$ cat config.mk
export PLATFORM = sky130hd
export DESIGN_NAME = motor_cmd_top
export DESIGN_NICKNAME = d
export VERILOG_FILES = /design/src/motor_cmd_pkg.sv /design/src/serial_reply_framer.sv /design/src/motor_cmd_top.sv
export VERILOG_INCLUDE_DIRS = /design/src /design/src/src
export SDC_FILE = /design/constraint.sdc
export NUM_CORES = 1
export LEC_CHECK = 0
export ABC_CLOCK_PERIOD_IN_PS = 2850
export BUFFER_PORTS_ARGS = -buffer_cell sky130_fd_sc_hd__buf_2
export CAP_MARGIN = 20
export CORE_ASPECT_RATIO = 2
export CORE_MARGIN = 1.5
export CORE_UTILIZATION = 30
export CTS_CLUSTER_DIAMETER = 100
export DETAILED_ROUTE_END_ITERATION = 10
export PLACE_DENSITY = 0.53
export SYNTH_ARGS = -nofsm -noshare
export SYNTH_HDL_FRONTEND = slang
export SYNTH_SLANG_ARGS = --single-unit
$ cat constraint.sdc
create_clock -name pclk -period 2.85 [get_ports pclk]
set_input_delay 0.285 -clock pclk [delete_from_list [all_inputs] [get_ports pclk]]
set_output_delay 0.285 -clock pclk [all_outputs]
set_load 0.1 [all_outputs]
$ cat src/motor_cmd_regs.svh
`ifndef MOTOR_CMD_REGS_SVH
`define MOTOR_CMD_REGS_SVH

// ----------------------------------------------------------------
// command codes
// ----------------------------------------------------------------
`define CMD_PHASE_STATUS   8'h9d
`define CMD_SHUTDOWN       8'h80
`define CMD_STOP           8'h81
`define CMD_TORQUE         8'ha1

// ----------------------------------------------------------------
// frame addressing and serial framing
// ----------------------------------------------------------------
`define CAN_REQ_BASE       11'h140
`define CAN_RSP_BASE       11'h240
`define SER_HEADER         8'h3e
`define SER_LENGTH         8'h08
`define SER_LAST_IDX       4'hc
`define CRC_INIT           16'hffff
`define CRC_POLY           16'ha001
`define ANGLE_MAX          32'sh00007fff
`define ANGLE_MIN          (-32'sh00007fff)

// ----------------------------------------------------------------
// apb register offsets, fields and reset values
// ----------------------------------------------------------------
`define REG_CFG            12'h000
`define REG_STATUS         12'h004
`define REG_SETPOINT       12'h008
`define REG_LAST_CMD       12'h00c
`define REG_ACCEPT_CNT     12'h010
`define REG_REJECT_CNT     12'h014
`define CFG_ID_RST         8'h01
`define ST_ENABLE_BIT      0
`define ST_RUNNING_BIT     1
`define ST_TORQUE_BIT      2
`define ST_FAULT_BIT       3
`define ST_PENDING_BIT     4

`endif

$ cat src/motor_cmd_pkg.sv
package motor_cmd_pkg;

  typedef enum logic [1:0] {RS_IDLE, RS_CAN, RS_SERIAL} reply_state_t;
  typedef enum logic {DM_OFF, DM_TORQUE} drive_mode_t;

  typedef struct packed {
    reply_state_t st;
    drive_mode_t  mode;
    logic         enable;
    logic         running;
    logic [7:0]   motor_id;
    logic [15:0]  setpoint;
    logic [63:0]  rsp_data;
    logic [10:0]  rsp_id;
    logic [7:0]   last_cmd;
    logic [15:0]  accept_cnt;
    logic [15:0]  reject_cnt;
    logic [31:0]  prdata;
  } cmd_state_t;

  typedef struct packed {
    logic         busy;
    logic [3:0]   idx;
    logic [15:0]  crc;
    logic [63:0]  data;
    logic [7:0]   id;
    logic [7:0]   tx_byte;
  } framer_t;

endpackage : motor_cmd_pkg

$ cat src/serial_reply_framer.sv
`timescale 1ns/1ps
`include "motor_cmd_regs.svh"

module serial_reply_framer
  import motor_cmd_pkg::*;
(
  // clock and reset
  input  wire logic        pclk,
  input  wire logic        presetn,
  // reply to send
  input  wire logic        start_valid,
  output logic             start_ready,
  input  wire logic [7:0]  frame_id,
  input  wire logic [63:0] frame_data,
  // byte stream to the line driver
  output logic             tx_valid,
  input  wire logic        tx_ready,
  output logic [7:0]       tx_byte
);

  framer_t s, n;

  // one byte of modbus-style crc, reflected polynomial
  function automatic logic [15:0] crc_step(input logic [15:0] c, input logic [7:0] b);
    logic [15:0] r;
    r = c ^ {8'h00, b};
    for (int i = 0; i < 8; i++)
    begin
      r = r[0] ? ((r >> 1) ^ `CRC_POLY) : (r >> 1);
    end
    return r;
  endfunction : crc_step

  // byte at a given position of the frame, before the check bytes
  function automatic logic [7:0] pick(input framer_t f, input logic [3:0] i);
    logic [3:0] k;
    k = i - 4'h3;
    if (i == 4'h1) return f.id;
    else if (i == 4'h2) return `SER_LENGTH;
    else return f.data[{k[2:0], 3'b000} +: 8];
  endfunction : pick

  assign start_ready = !s.busy;
  assign tx_valid    = s.busy;
  assign tx_byte     = s.tx_byte;

  always_comb
  begin
    n = s;
    if (!s.busy && start_valid)
    begin
      n.busy    = 1'b1;
      n.idx     = 4'h0;
      n.id      = frame_id;
      n.data    = frame_data;
      n.tx_byte = `SER_HEADER;
      n.crc     = crc_step(`CRC_INIT, `SER_HEADER);
    end
    else if (s.busy && tx_ready)
    begin
      n.idx = s.idx + 4'h1;
      if (s.idx == `SER_LAST_IDX)
        n.busy = 1'b0;
      else if (s.idx == 4'ha)
        n.tx_byte = s.crc[7:0];
      else if (s.idx == 4'hb)
        n.tx_byte = s.crc[15:8];
      else
      begin
        n.tx_byte = pick(s, n.idx);
        n.crc     = crc_step(s.crc, n.tx_byte);
      end
    end
  end

  always_ff @(posedge pclk or negedge presetn)
  begin
    if (!presetn)
      s <= '0;
    else
      s <= n;
  end
endmodule : serial_reply_framer

$ cat src/motor_cmd_top.sv
// Design decisions made here: the APB slave port and the register addresses.
`timescale 1ns/1ps
`include "motor_cmd_regs.svh"

module motor_cmd_top
  import motor_cmd_pkg::*;
(
  // clock and reset
  input  wire logic        pclk,
  input  wire logic        presetn,
  // apb slave
  input  wire logic        psel,
  input  wire logic        penable,
  input  wire logic        pwrite,
  input  wire logic [11:0] paddr,
  input  wire logic [31:0] pwdata,
  output logic [31:0]      prdata,
  output logic             pready,
  output logic             pslverr,
  // request frame from the link layer
  input  wire logic        req_valid,
  output logic             req_ready,
  input  wire logic        req_from_serial,
  input  wire logic [10:0] req_id,
  input  wire logic [63:0] req_data,
  // can reply frame
  output logic             rsp_valid,
  input  wire logic        rsp_ready,
  output logic [10:0]      rsp_id,
  output logic [63:0]      rsp_data,
  // serial reply byte stream
  output logic             tx_valid,
  input  wire logic        tx_ready,
  output logic [7:0]       tx_byte,
  // measurements from the drive
  input  wire logic [7:0]  motor_temp,
  input  wire logic [15:0] phase_a_current,
  input  wire logic [15:0] phase_b_current,
  input  wire logic [15:0] phase_c_current,
  input  wire logic [15:0] measured_torque_current,
  input  wire logic [15:0] shaft_speed,
  input  wire logic [31:0] shaft_angle,
  input  wire logic        motor_fault,
  // drive control
  output logic             motor_enable,
  output logic             motor_running,
  output logic             torque_mode,
  output logic [15:0]      torque_current_setpoint
);

  // ----------------------------------------------------------------
  // helpers
  // ----------------------------------------------------------------
  function automatic logic [15:0] clamp_angle(input logic [31:0] a);
    if ($signed(a) > `ANGLE_MAX) return 16'h7fff;
    else if ($signed(a) < `ANGLE_MIN) return 16'h8001;
    else return a[15:0];
  endfunction : clamp_angle

  function automatic logic addr_mapped(input logic [11:0] a);
    return a == `REG_CFG || a == `REG_STATUS || a == `REG_SETPOINT ||
           a == `REG_LAST_CMD || a == `REG_ACCEPT_CNT || a == `REG_REJECT_CNT;
  endfunction : addr_mapped

  function automatic logic [10:0] can_id(input logic [10:0] base, input logic [7:0] id);
    return base + {3'b000, id};
  endfunction : can_id

  cmd_state_t s, n;

  logic       frm_start;
  logic       frm_ready;
  logic       addressed;
  logic       well_formed;
  logic       offered;
  logic       take;
  logic [7:0] cmd;

  // ----------------------------------------------------------------
  // frame decode
  // ----------------------------------------------------------------
  assign cmd       = req_data[7:0];
  assign req_ready = (s.st == RS_IDLE);
  assign offered   = req_valid && req_ready;
  assign addressed = req_from_serial ? (req_id[7:0] == s.motor_id)
                                     : (req_id == can_id(`CAN_REQ_BASE, s.motor_id));

  always_comb
  begin
    unique case (cmd)
      `CMD_PHASE_STATUS,
      `CMD_SHUTDOWN,
      `CMD_STOP:         well_formed = (req_data[63:8] == 56'h0);
      `CMD_TORQUE:       well_formed = (req_data[31:8] == 24'h0) &&
                                       (req_data[63:48] == 16'h0) && !motor_fault;
      default:           well_formed = 1'b0;
    endcase
  end

  assign take = offered && addressed && well_formed;

  // ----------------------------------------------------------------
  // next state
  // ----------------------------------------------------------------
  always_comb
  begin
    n = s;
    unique case (s.st)
      RS_IDLE:
      begin
        if (take)
        begin
          n.st         = req_from_serial ? RS_SERIAL : RS_CAN;
          n.rsp_id     = can_id(`CAN_RSP_BASE, s.motor_id);
          n.last_cmd   = cmd;
          n.accept_cnt = s.accept_cnt + 16'h0001;
          n.rsp_data   = req_data;
          unique case (cmd)
            `CMD_PHASE_STATUS:
              n.rsp_data = {phase_c_current, phase_b_current,
                            phase_a_current, motor_temp, cmd};
            `CMD_SHUTDOWN:
            begin
              n.enable  = 1'b0;
              n.running = 1'b0;
              n.mode    = DM_OFF;
            end
            `CMD_STOP:
              n.running = 1'b0;
            `CMD_TORQUE:
            begin
              n.setpoint = req_data[47:32];
              n.mode     = DM_TORQUE;
              n.enable   = 1'b1;
              n.running  = 1'b1;
              n.rsp_data = {clamp_angle(shaft_angle), shaft_speed,
                            measured_torque_current, motor_temp, cmd};
            end
            default: n.rsp_data = req_data;
          endcase
        end
        else if (offered && addressed)
          n.reject_cnt = s.reject_cnt + 16'h0001;
      end
      RS_CAN:
        if (rsp_ready) n.st = RS_IDLE;
      RS_SERIAL:
        if (frm_ready) n.st = RS_IDLE;
      default: n.st = RS_IDLE;
    endcase

    // apb: read data latched in the setup phase, writes take in access
    if (psel && !penable && !pwrite)
    begin
      unique case (paddr)
        `REG_CFG:        n.prdata = {24'h0, s.motor_id};
        `REG_STATUS:     n.prdata = {27'h0, s.st != RS_IDLE, motor_fault,
                                     s.mode == DM_TORQUE, s.running, s.enable};
        `REG_SETPOINT:   n.prdata = {16'h0, s.setpoint};
        `REG_LAST_CMD:   n.prdata = {24'h0, s.last_cmd};
        `REG_ACCEPT_CNT: n.prdata = {16'h0, s.accept_cnt};
        `REG_REJECT_CNT: n.prdata = {16'h0, s.reject_cnt};
        default:         n.prdata = 32'h0;
      endcase
    end
    if (psel && penable && pwrite && paddr == `REG_CFG)
      n.motor_id = pwdata[7:0];
  end

  always_ff @(posedge pclk or negedge presetn)
  begin
    if (!presetn)
    begin
      s          <= '0;
      s.motor_id <= `CFG_ID_RST;
    end
    else
      s <= n;
  end

  // ----------------------------------------------------------------
  // outputs
  // ----------------------------------------------------------------
  assign prdata                  = s.prdata;
  assign pready                  = 1'b1;
  assign pslverr                 = psel && penable && !addr_mapped(paddr);
  assign rsp_valid               = (s.st == RS_CAN);
  assign rsp_id                  = s.rsp_id;
  assign rsp_data                = s.rsp_data;
  assign frm_start               = (s.st == RS_SERIAL);
  assign motor_enable            = s.enable;
  assign motor_running           = s.running;
  assign torque_mode             = (s.mode == DM_TORQUE);
  assign torque_current_setpoint = s.setpoint;

  serial_reply_framer u_framer (
    .pclk        (pclk),
    .presetn     (presetn),
    .start_valid (frm_start),
    .start_ready (frm_ready),
    .frame_id    (s.motor_id),
    .frame_data  (s.rsp_data),
    .tx_valid    (tx_valid),
    .tx_ready    (tx_ready),
    .tx_byte     (tx_byte)
  );
endmodule : motor_cmd_top

==> results of run 1 <==
synthesized netlist by cell type, types with 4 or more instances:
master / instances
and3_1: 6
xnor2_1: 34
o21ai_0: 99
nand3_1: 34
nand2b_1: 5
buf_4: 135
nor3_1: 12
ha_1: 9
clkbuf_1: 65
dfrtp_1: 250
nand2_1: 372
mux2_1: 6
nor2_1: 67
a22oi_1: 5
mux4_1: 10
nand4_1: 21
nor3b_1: 4
a221oi_1: 23
nor2b_1: 4
buf_2: 6
inv_1: 6
nor4_1: 23
mux2i_1: 29
xor2_1: 27
a222oi_1: 8
a21oi_1: 80
a22o_1: 34
o21ai_1: 4
mux2_2: 28
worst max path at each step:
stage	startpoint	to	slack, ns	cells past startpoint
2_1_floorplan	u_framer.s[96]	u_framer.s[95]	-0.06	12
3_3_place_gp	req_data[29]	torque_current_setpoint[6]	-0.57	11
3_5_place_dp	req_data[29]	torque_current_setpoint[13]	-0.62	11
4_1_cts	u_framer.s[97]	u_framer.s[94]	-0.17	10
5_1_grt	u_framer.s[96]	u_framer.s[95]	-0.38	10
6_report	u_framer.s[96]	u_framer.s[94]	-0.20	10
state kept, by name (all words and copies together) (netlist names):
name                     flops
u_framer.s                  92
rsp_data                    64
s                           42
prdata                      16
torque_current_setpoint     16
rsp_id                      10
u_framer.tx_byte             8
motor_running                1
torque_mode                  1
u_framer.tx_valid            1
worst max-delay path, stage by stage, from the launching register on:
cell and delay (ns):
dfrtp_2 0.46, ha_4 0.21, xnor3_2 0.44, buf_12 0.17, mux4_2 0.31, o21ai_4 0.17
xor2_2 0.18, xor2_1 0.20, xnor3_2 0.51, xnor2_1 0.19, o21ai_1 0.07
routing by layer:
metal  GRT usage [%]  part of all wire (%)  routed length (um)
met4            10.7                   5.4                2710
met1            23.3                    37               18500
met5               0                 0.044                  22
met3            2.23                   3.6                1800
met2            40.9                    54               27400
kinds of logic (layout without fill, tap and decap cells):
group                    count (synthesis)  after routing  share of synthesized area [%]
AO/OA/AOI/OAI                          268            268                           12.5
XOR/XNOR                                64             65                           4.45
adder cells (fa/ha/maj)                  9              9                          0.838
buffers and inverters                  217            502                           10.0
flip-flops                             251            251                           46.8
multiplexers                            74             74                           7.13
other                                    2             19                         0.0559
AND/OR/NAND/NOR                        571            571                           18.3
power groups by stage:
stage	registers, W	clock network [W]	logic (W)
after CTS	0.00402	0.00378	0.00380
final	0.00403	0.00367	0.00385
after detailed placement	0.00407	0	0.00364
after floorplan	0.00404	0	0.00256
after global routing	0.00405	0.00392	0.00414
after global placement	0.00407	0	0.00361
cell type report:
class	instances	area, um2	share of cell area (%)
Antenna cell	1	2.50	0.0151
Inverter	7	28.8	0.174
Clock buffer	32	682	4.11
Clock inverter	14	213	1.28
Multi-Input combinational cell	1005	6030	36.4
Tap cell	555	694	4.19
Timing Repair Buffer	449	2640	15.9
Sequential cell	251	6280	37.9
metrics by stage:
step	setup TNS, ns	utilization, %
finish	-0.584	37.5
CTS	-0.501	37.3
detailed placement	-45.57	34.7
global route	-1.18	37.5
global placement	-40.38	34.7
floorplan	-0.138	-
timing repair:
action                                 in CTS  in global routing
pin swaps                                   3                  3
buffers inserted                            5                  6
setup endpoints to repair                  21                 27
endpoints found under the hold margin      71                  0
gates resized for setup                     8                  9
cloned                                      1                  0
hold buffers                               15                  0
==> reports/metrics.csv, run 1 <==
stage,metric,value,unit
cts,numCtsBuffers,25,
logic_synthesis,synth_area,13400,um2
logic_synthesis,ys_warn_count,0,
cells_and_area,final_common_cell,nand2_1,
global_routing,grt_overflow,0,
min_path,whs_path_depth,2,
routing,drcViolationCount,0,
logic_synthesis,yosysSeqAreaShare,46.8,%
sta,rsz0062_at_grt,true,
floorplan,die_h,302,um
power,power.total,0.0116,W
sta,period_share,107,%
global_routing,antenna_found_initial,4,
routing,dr.pass1.iters,5,
min_path,holdPathEnd,torque_current_setpoint[2],
sta,finalWorstSetupSlack,-0.198,ns
critical_path,regToRegEndpoint,u_framer.s[94],
place,dpl.hpwl,40200,um
critical_path,r2r_start,u_framer.s[96],
cells_and_area,layoutNonFillerInstCount,2314,
logic_synthesis,ys.flop_type,dfrtp_1,
routing,vias_per_cell,4.99,
power,power.combinational.fraction,33.4,%
routing,vias,11546,
power,p_int,0.00760,W
routing,avgRoutedWirePerCell,21.8,um
cells_and_area,area_growth,23.4,%
global_routing,grt_pass1_wl,74200,um
floorplan,start_util,30.4,%
power,p_switching,0.00395,W
cts,htreeDepth,1,
sta,timing.fmax,0.328,GHz
logic_synthesis,synth-edff-count,0,
logic_synthesis,syn_inst,1456,
cells_and_area,fin_nets,1997,
cells_and_area,drive_above_1_share,30.9,%
routing,finalWirelength,50400,um
cts,clkLatencyLatePin,0.55,ns
power,p_clk_share,31.8,%
critical_path,cp_data_required_time,3.27,ns
sta,slew_violations,0,
power,pwr-share-seq,34.8,%
logic_synthesis,yosys.area.top_type,dfrtp_1,
routing,antenna_left,0,
place,buffer_ports.inserted,345,
sta,setup_viol,3,
outcome,violations,negative setup slack,
global_routing,grt_usage,21.4,%
logic_synthesis,ys_types,63,
cts,cts_tree,done,
critical_path,path_class,flop to flop,
floorplan,io_pins,388,
sta,whs,0.0207,ns
sta,timing.final.hold_violations,0,
logic_synthesis,syn_area_per_cell,9.23,um2
place,dp_slack,-0.615,ns
critical_path,cp-end-kind,flop,
logic_synthesis,synthArstFlopShare,100,%
critical_path,critPathArrivalTime,3.47,ns
sta,worstMarginPinSlew,0.735,ns
flow_run,maxCapViolCount,0,
place,post_dp_cell_area,15300,um2
cts,clkTransAtPathRegs,0.07,ns
critical_path,reg2reg_slack,-0.20,ns
cts,cts_buffer_depth,3,
power,p_per_area,697,nW/um2
cells_and_area,final_cell_mix,"nand2_1, buf_2, dfrtp_1",
routing,drt_iter0_markers,663,
global_routing,grt_max_degree,98,
logic_synthesis,ys_top_cells_by_area,"dfrtp_1, nand2_1, buf_4, o21ai_0, a21oi_1",
power,leakagePower,8.64,nW
floorplan,num_rows,109,
sta,slew_headroom,50.9,%
place,gp_congestion,0.918,
critical_path,cp-start-kind,flop,
place,dp.cells,2240,
power,ir_drop,0.000401,V
floorplan,die-area,46100,um2
cells_and_area,final_area,16600,um2
global_routing,grt_pass1_vias,11843,
logic_synthesis,yosys.area.top_type_share,46.6,%
power,p_sw_share,34.2,%
min_path,holdCritPathClass,input pin to flop,
floorplan,dieWidth,153,um
cells_and_area,fillers,4640,
cts,cts_root_buf,clkbuf_16,
critical_path,ff2ff_path_depth,10,
logic_synthesis,ys_ff_latch,251,
min_path,hp-start,req_data[34],
outcome,status,finished with violations,
critical_path,crit_fanout,7,
floorplan,core_area,44200,um2
sta,fin_skew,0.0217,ns
sta,layout_min_cycle_time,3.05,ns
cts,cts_sinks,251,
(Power assumes the default switching activity.)
==> run 2: changes to the inputs <==
--- a/config.mk
+++ b/config.mk
@@ -11,10 +11,10 @@
 export CAP_MARGIN = 20
 export CORE_ASPECT_RATIO = 2
 export CORE_MARGIN = 1.5
-export CORE_UTILIZATION = 30
+export CORE_UTILIZATION = 48
 export CTS_CLUSTER_DIAMETER = 100
 export DETAILED_ROUTE_END_ITERATION = 10
-export PLACE_DENSITY = 0.53
+export PLACE_DENSITY = 0.78
 export SYNTH_ARGS = -nofsm -noshare
 export SYNTH_HDL_FRONTEND = slang
 export SYNTH_SLANG_ARGS = --single-unit
==> reports/metrics.csv, run 2 (synthesis results as in run 1) <==
stage,metric,value,unit
outcome,status,finished with violations,
outcome,violations,negative setup slack,
power,power.combinational.fraction,35.3,%
sta,setup_viol,3,
global_routing,grt_overflow,0,
min_path,holdCritPathClass,input pin to flop,
power,p_per_area,733,nW/um2
power,p_switching,0.00403,W
critical_path,path_class,flop to flop,
floorplan,die_h,240,um
floorplan,core_area,27500,um2
cts,cts_root_buf,clkbuf_16,
place,buffer_ports.inserted,345,
routing,vias,11890,
floorplan,die-area,29100,um2
sta,slew_headroom,28.9,%
place,post_dp_cell_area,15000,um2
cts,cts_sinks,251,
critical_path,cp-end-kind,flop,
sta,period_share,109,%
flow_run,maxCapViolCount,0,
floorplan,io_pins,388,
critical_path,cpPeakStageDelay,0.44,ns
critical_path,crit_chain,ha_4 > xnor3_2 > buf_4 > buf_4 > mux4_1 > nand3_1 > nand2_1 > xor2_2 > xor2_2 > xnor3_2 > xnor2_2 > a21oi_1,
cells_and_area,fin_nets,1994,
cells_and_area,layoutNonFillerInstCount,2106,
cells_and_area,final_area,16300,um2
cts,cts_tree,done,
floorplan,dieWidth,121,um
floorplan,num_rows,86,
power,ir_drop,0.000579,V
sta,worstMarginPinSlew,1.06,ns
cells_and_area,area_growth,21.4,%
routing,drt_iter0_markers,853,
cells_and_area,final_common_cell,nand2_1,
critical_path,crit_fanout,5,
routing,dr.pass1.iters,5,
cts,clkLatencyLatePin,0.53,ns
critical_path,slowest_stage,xnor3_2,
global_routing,grt_max_degree,114,
cells_and_area,postLayoutCoreUtil,59.2,%
sta,layout_min_cycle_time,3.09,ns
routing,finalWirelength,44700,um
sta,timing.final.hold_violations,0,
cells_and_area,final_cell_mix,"nand2_1, buf_2, dfrtp_1",
cells_and_area,drive_above_1_share,31.5,%
critical_path,cp_top_family,XOR/XNOR gates,
sta,finalWorstSetupSlack,-0.244,ns
place,dp.cells,2035,
power,p_clk_share,31.1,%
routing,antenna_left,0,
routing,vias_per_cell,5.65,
sta,rsz0062_at_grt,true,
sta,slew_violations,0,
critical_path,cp_data_required_time,3.26,ns
cts,numCtsBuffers,23,
global_routing,grt_pass1_wl,67000,um
routing,avgRoutedWirePerCell,21.2,um
cts,clkTransAtPathRegs,0.07,ns
place,dpl.hpwl,34400,um
cells_and_area,top_register,u_framer.s,
critical_path,cp-start-kind,flop,
power,p_sw_share,33.7,%
sta,timing.fmax,0.323,GHz
global_routing,antenna_found_initial,2,
power,pwr-share-seq,33.6,%
cts,htreeDepth,1,
power,p_int,0.00793,W
global_routing,grt_usage,30.6,%
routing,drcViolationCount,0,
power,leakagePower,8.65,nW
floorplan,start_util,48.8,%
critical_path,cp_num_buf_inv,2,
sta,fin_skew,0.0234,ns
cts,cts_buffer_depth,3,
place,gp_congestion,0.992,
global_routing,grt_pass1_vias,11813,
critical_path,critPathArrivalTime,3.50,ns
cells_and_area,largest_reg_flops,92,
==> run 2: cell count changes in the layout (fill, tap and decap cells not counted), sizes merged <==
cell and delta:
buf +7, bufinv +3, clkbuf -6, clkinv -2
clkinvlp +1, diode +1, dlygate4sd3 -7, inv -1
xnor3 -1
==> run 2: area by class of cell <==
| cell class | count | area (um2) |
|---|---|---|
| inverter | 7 | 26.3 |
| sequential | 251 | 6280 |
| multi-input combinational | 1004 | 6040 |
| fill | 2469 | 11200 |
| clock inverter | 15 | 299 |
| clock buffer | 26 | 607 |
| timing repair buffer | 449 | 2600 |
| tap | 352 | 440 |
| antenna | 2 | 5.00 |
==> run 2: worst paths after layout <==
path / endpoint / start / slack, ns / depth (start not counted)
max: u_framer.s[95] / u_framer.s[97] / -0.24 / 12
min: s[167] / pwdata[4] / 0.005 / 2
max reg2reg: u_framer.s[95] / u_framer.s[97] / -0.24 / 12
min reg2reg: rsp_id[8] / rsp_id[8] / 0.47 / 2
max in group asynchronous: s[163] / presetn / 1.62 / 3
min in group asynchronous: rsp_data[21] / presetn / 0.32 / 2
==> run 2: metrics by stage <==
| step | TNS (ns) | hold slack [ns] | total power [W] | setup slack (ns) |
|---|---|---|---|---|
| final | -0.659 | 0.00470 | 0.0120 | -0.244 |
| after global routing | -1.08 | 0.00554 | 0.0124 | -0.364 |
| after CTS | -0.573 | 0.00211 | 0.0117 | -0.200 |
| after detailed placement | -0.677 | 0.337 | 0.00764 | -0.239 |
| after global placement | -0.460 | 0.328 | 0.00756 | -0.159 |
| after floorplan | -0.138 | -0.0106 | 0.00661 | -0.0554 |
==> run 2: repair_timing <==
action	4_1_cts	5_1_grt
gates resized for setup	10	17
endpoints found under the setup margin	3	61
hold buffers	7	1
setup buffers	12	9
endpoints found under the hold margin	92	1
pin swaps	13	14
==> run 2: metal layers <==
layer	global-route usage, %	vias up	wire length [um]
met5	0	-	0
met2	54.2	556	23100
met3	3.17	166	2440
met4	18.7	0	3200
met1	35.0	5747	16000
li1	-	5421	-
==> run 2: power by group through the flow <==
stage / clock [W] / combinational (W) / sequential, W
floorplan: 0 / 0.00256 / 0.00404
global placement: 0 / 0.00350 / 0.00406
detailed placement: 0 / 0.00358 / 0.00407
CTS: 0.00375 / 0.00390 / 0.00400
global route: 0.00390 / 0.00447 / 0.00404
finish: 0.00372 / 0.00422 / 0.00402
==> run 3: changes to the inputs <==
--- a/config.mk
+++ b/config.mk
@@ -7,14 +7,14 @@
 export NUM_CORES = 1
 export LEC_CHECK = 0
 export ABC_CLOCK_PERIOD_IN_PS = 2850
-export BUFFER_PORTS_ARGS = -buffer_cell sky130_fd_sc_hd__buf_2
 export CAP_MARGIN = 20
 export CORE_ASPECT_RATIO = 2
 export CORE_MARGIN = 1.5
-export CORE_UTILIZATION = 48
+export CORE_UTILIZATION = 58
 export CTS_CLUSTER_DIAMETER = 100
 export DETAILED_ROUTE_END_ITERATION = 10
-export PLACE_DENSITY = 0.78
+export DONT_BUFFER_PORTS = 1
+export PLACE_DENSITY = 0.76
 export SYNTH_ARGS = -nofsm -noshare
 export SYNTH_HDL_FRONTEND = slang
 export SYNTH_SLANG_ARGS = --single-unit
==> constraint.sdc (replaced) <==
create_clock -name pclk -period 2.85 [get_ports pclk]
set_input_delay 0.285 -clock pclk [delete_from_list [all_inputs] [get_ports pclk]]
set_output_delay 0.285 -clock pclk [all_outputs]
set_load 0.005 [all_outputs]
==> reports/metrics.csv, run 3 (synthesis results as in run 1) <==
stage,metric,value,unit
floorplan,start_util,59.1,%
flow_run,maxCapViolCount,0,
place,dpl.hpwl,32200,um
min_path,holdCritPathClass,input pin to asynchronous set/reset pin,
place,gp_congestion,1.04,
cts,cts_buffer_depth,3,
cells_and_area,final_cell_mix,"nand2_1, dfrtp_1, o21ai_0",
floorplan,num_rows,78,
sta,timing.fmax,0.322,GHz
power,p_sw_share,29.7,%
power,p_clk_share,32.1,%
routing,drcViolationCount,0,
power,ir_drop,0.000832,V
routing,drt_iter0_markers,1078,
sta,layout_min_cycle_time,3.10,ns
critical_path,cp_top_family,XOR/XNOR gates,
critical_path,path_class,flop to flop,
cts,clkLatencyLatePin,0.54,ns
cells_and_area,final_common_cell,nand2_1,
floorplan,die_h,218,um
power,p_int,0.00711,W
place,dp_slack,-0.286,ns
critical_path,cp_data_required_time,3.30,ns
cts,clkTransAtPathRegs,0.07,ns
cts,holdBufCountCts,57,
outcome,violations,"negative hold slack, negative setup slack",
global_routing,antenna_found_initial,5,
power,p_switching,0.00300,W
sta,fin_skew,0.0185,ns
sta,timing.final.hold_violations,253,
global_routing,grt_pass1_wl,65400,um
sta,finalWorstSetupSlack,-0.254,ns
sta,slew_headroom,42.1,%
routing,avgRoutedWirePerCell,25.5,um
power,leakagePower,7.15,nW
critical_path,crit_chain,ha_4 > xnor3_2 > buf_12 > mux4_2 > o21ai_4 > xor2_2 > xor2_1 > xnor3_2 > xor2_1 > o21ai_1,
sta,rsz0062_at_grt,true,
sta,setup_viol,3,
sta,period_share,109,%
cts,cts_root_buf,clkbuf_16,
critical_path,cp-start-kind,flop,
critical_path,cp-end-kind,flop,
sta,slew_violations,0,
critical_path,reg2reg_slack,-0.25,ns
place,buffer_ports.inserted,0,
floorplan,core_area,22700,um2
cells_and_area,area_growth,9.32,%
global_routing,grt_pass1_vias,10939,
routing,vias_per_cell,6.39,
critical_path,crit_fanout,8,
cts,numCtsBuffers,24,
sta,whs,-0.555,ns
cts,cts_sinks,251,
cells_and_area,fin_nets,1678,
routing,dr.pass1.iters,6,
critical_path,critPathArrivalTime,3.55,ns
cts,htreeDepth,1,
outcome,status,finished with violations,
routing,finalWirelength,43800,um
floorplan,die-area,24100,um2
critical_path,slowest_stage,xnor3_2,
critical_path,cpPeakStageDelay,0.52,ns
power,pwr-share-seq,39.9,%
power,p_per_area,688,nW/um2
power,power.combinational.fraction,28.0,%
critical_path,cp_num_buf_inv,1,
floorplan,dieWidth,111,um
global_routing,grt_max_degree,252,
global_routing,grt_overflow,0,
cells_and_area,largest_reg_flops,92,
floorplan,io_pins,388,
cells_and_area,drive_above_1_share,13.0,%
cells_and_area,top_register,u_framer.s,
routing,antenna_left,0,
global_routing,grt_usage,36.0,%
cts,cts_tree,done,
sta,worstMarginPinSlew,0.866,ns
routing,vias,10998,
==> run 3: changes by cell type in the layout (fill, tap and decap cells not counted), moves of 4 or more <==
| cell | delta |
|---|---|
| xnor2_2 | -4 |
| buf_2 | -345 |
| bufinv_16 | -7 |
| clkbuf_1 | +4 |
| dlygate4sd3_1 | +49 |
| xnor2_1 | +4 |
| buf_4 | -18 |
| clkbuf_8 | +4 |
==> run 3: per-stage QoR <==
| step | cell area, um2 | util, % | cells | setup TNS, ns | power, W |
|---|---|---|---|---|---|
| floorplan | 13500 | - | 1472 | -0.138 | 0.00592 |
| global placement | 13100 | 57.6 | 1606 | -12.23 | 0.00653 |
| detailed placement | 13100 | 57.6 | 1606 | -9.02 | 0.00661 |
| CTS | 14500 | 63.9 | 1710 | -0.538 | 0.00995 |
| global route | 14700 | 64.6 | 1721 | -0.994 | 0.0105 |
| finish | 14700 | 64.6 | 1721 | -0.706 | 0.0101 |
==> run 3: path summary, 6_finish.rpt <==
check                                    start  cells after the start             end
worst max-delay path            u_framer.s[97]                     10  u_framer.s[80]
worst min-delay path                   presetn                      0    rsp_data[59]
worst max register to register  u_framer.s[97]                     10  u_framer.s[80]
worst min register to register  u_framer.s[35]                      2  u_framer.s[35]
max in group asynchronous              presetn                      0  u_framer.s[96]
min in group pclk                motor_temp[0]                      2     rsp_data[8]
==> run 3: what timing repair did <==
action	CTS	global route
endpoints found under the hold margin	322	251
setup buffers	5	5
endpoints found under the setup margin	22	43
pin swaps	3	16
gates resized for setup	3	26
==> run 3: power groups by stage <==
stage               Clock (W)  Combinational (W)  Sequential, W
detailed placement          0            0.00254        0.00407
global route          0.00340            0.00306        0.00406
global placement            0            0.00246        0.00407
finish                0.00325            0.00283        0.00404
CTS                   0.00326            0.00267        0.00401
floorplan                   0            0.00193        0.00399
==> run 3: area by class of cell <==
class                           count  area (um2)
Inverter                            7        26.3
Sequential cell                   251        6280
Multi-Input combinational cell   1004        6030
Clock buffer                       36         727
Antenna cell                        5        12.5
Tap cell                          280         350
Timing Repair Buffer              132        1190
Fill cell                        1838        8050
Clock inverter                      6        63.8
==> run 3: routing by layer <==
layer	global-route usage, %	wire (um)	up-vias
met5	0	9	-
met4	25.7	3930	2
met1	38.3	13800	5283
li1	-	-	4793
met3	9.23	4040	218
met2	61.8	22100	702
==> run 3: worst reg2reg max path, delay by kind of cell (launching register included) <==
family | cells | cell delay, ns
xor+xnor | 5 | 1.56
flops | 1 | 0.46
compound gates | 2 | 0.33
mux | 1 | 0.31
fa+ha+maj | 1 | 0.19
buf+inv | 1 | 0.18
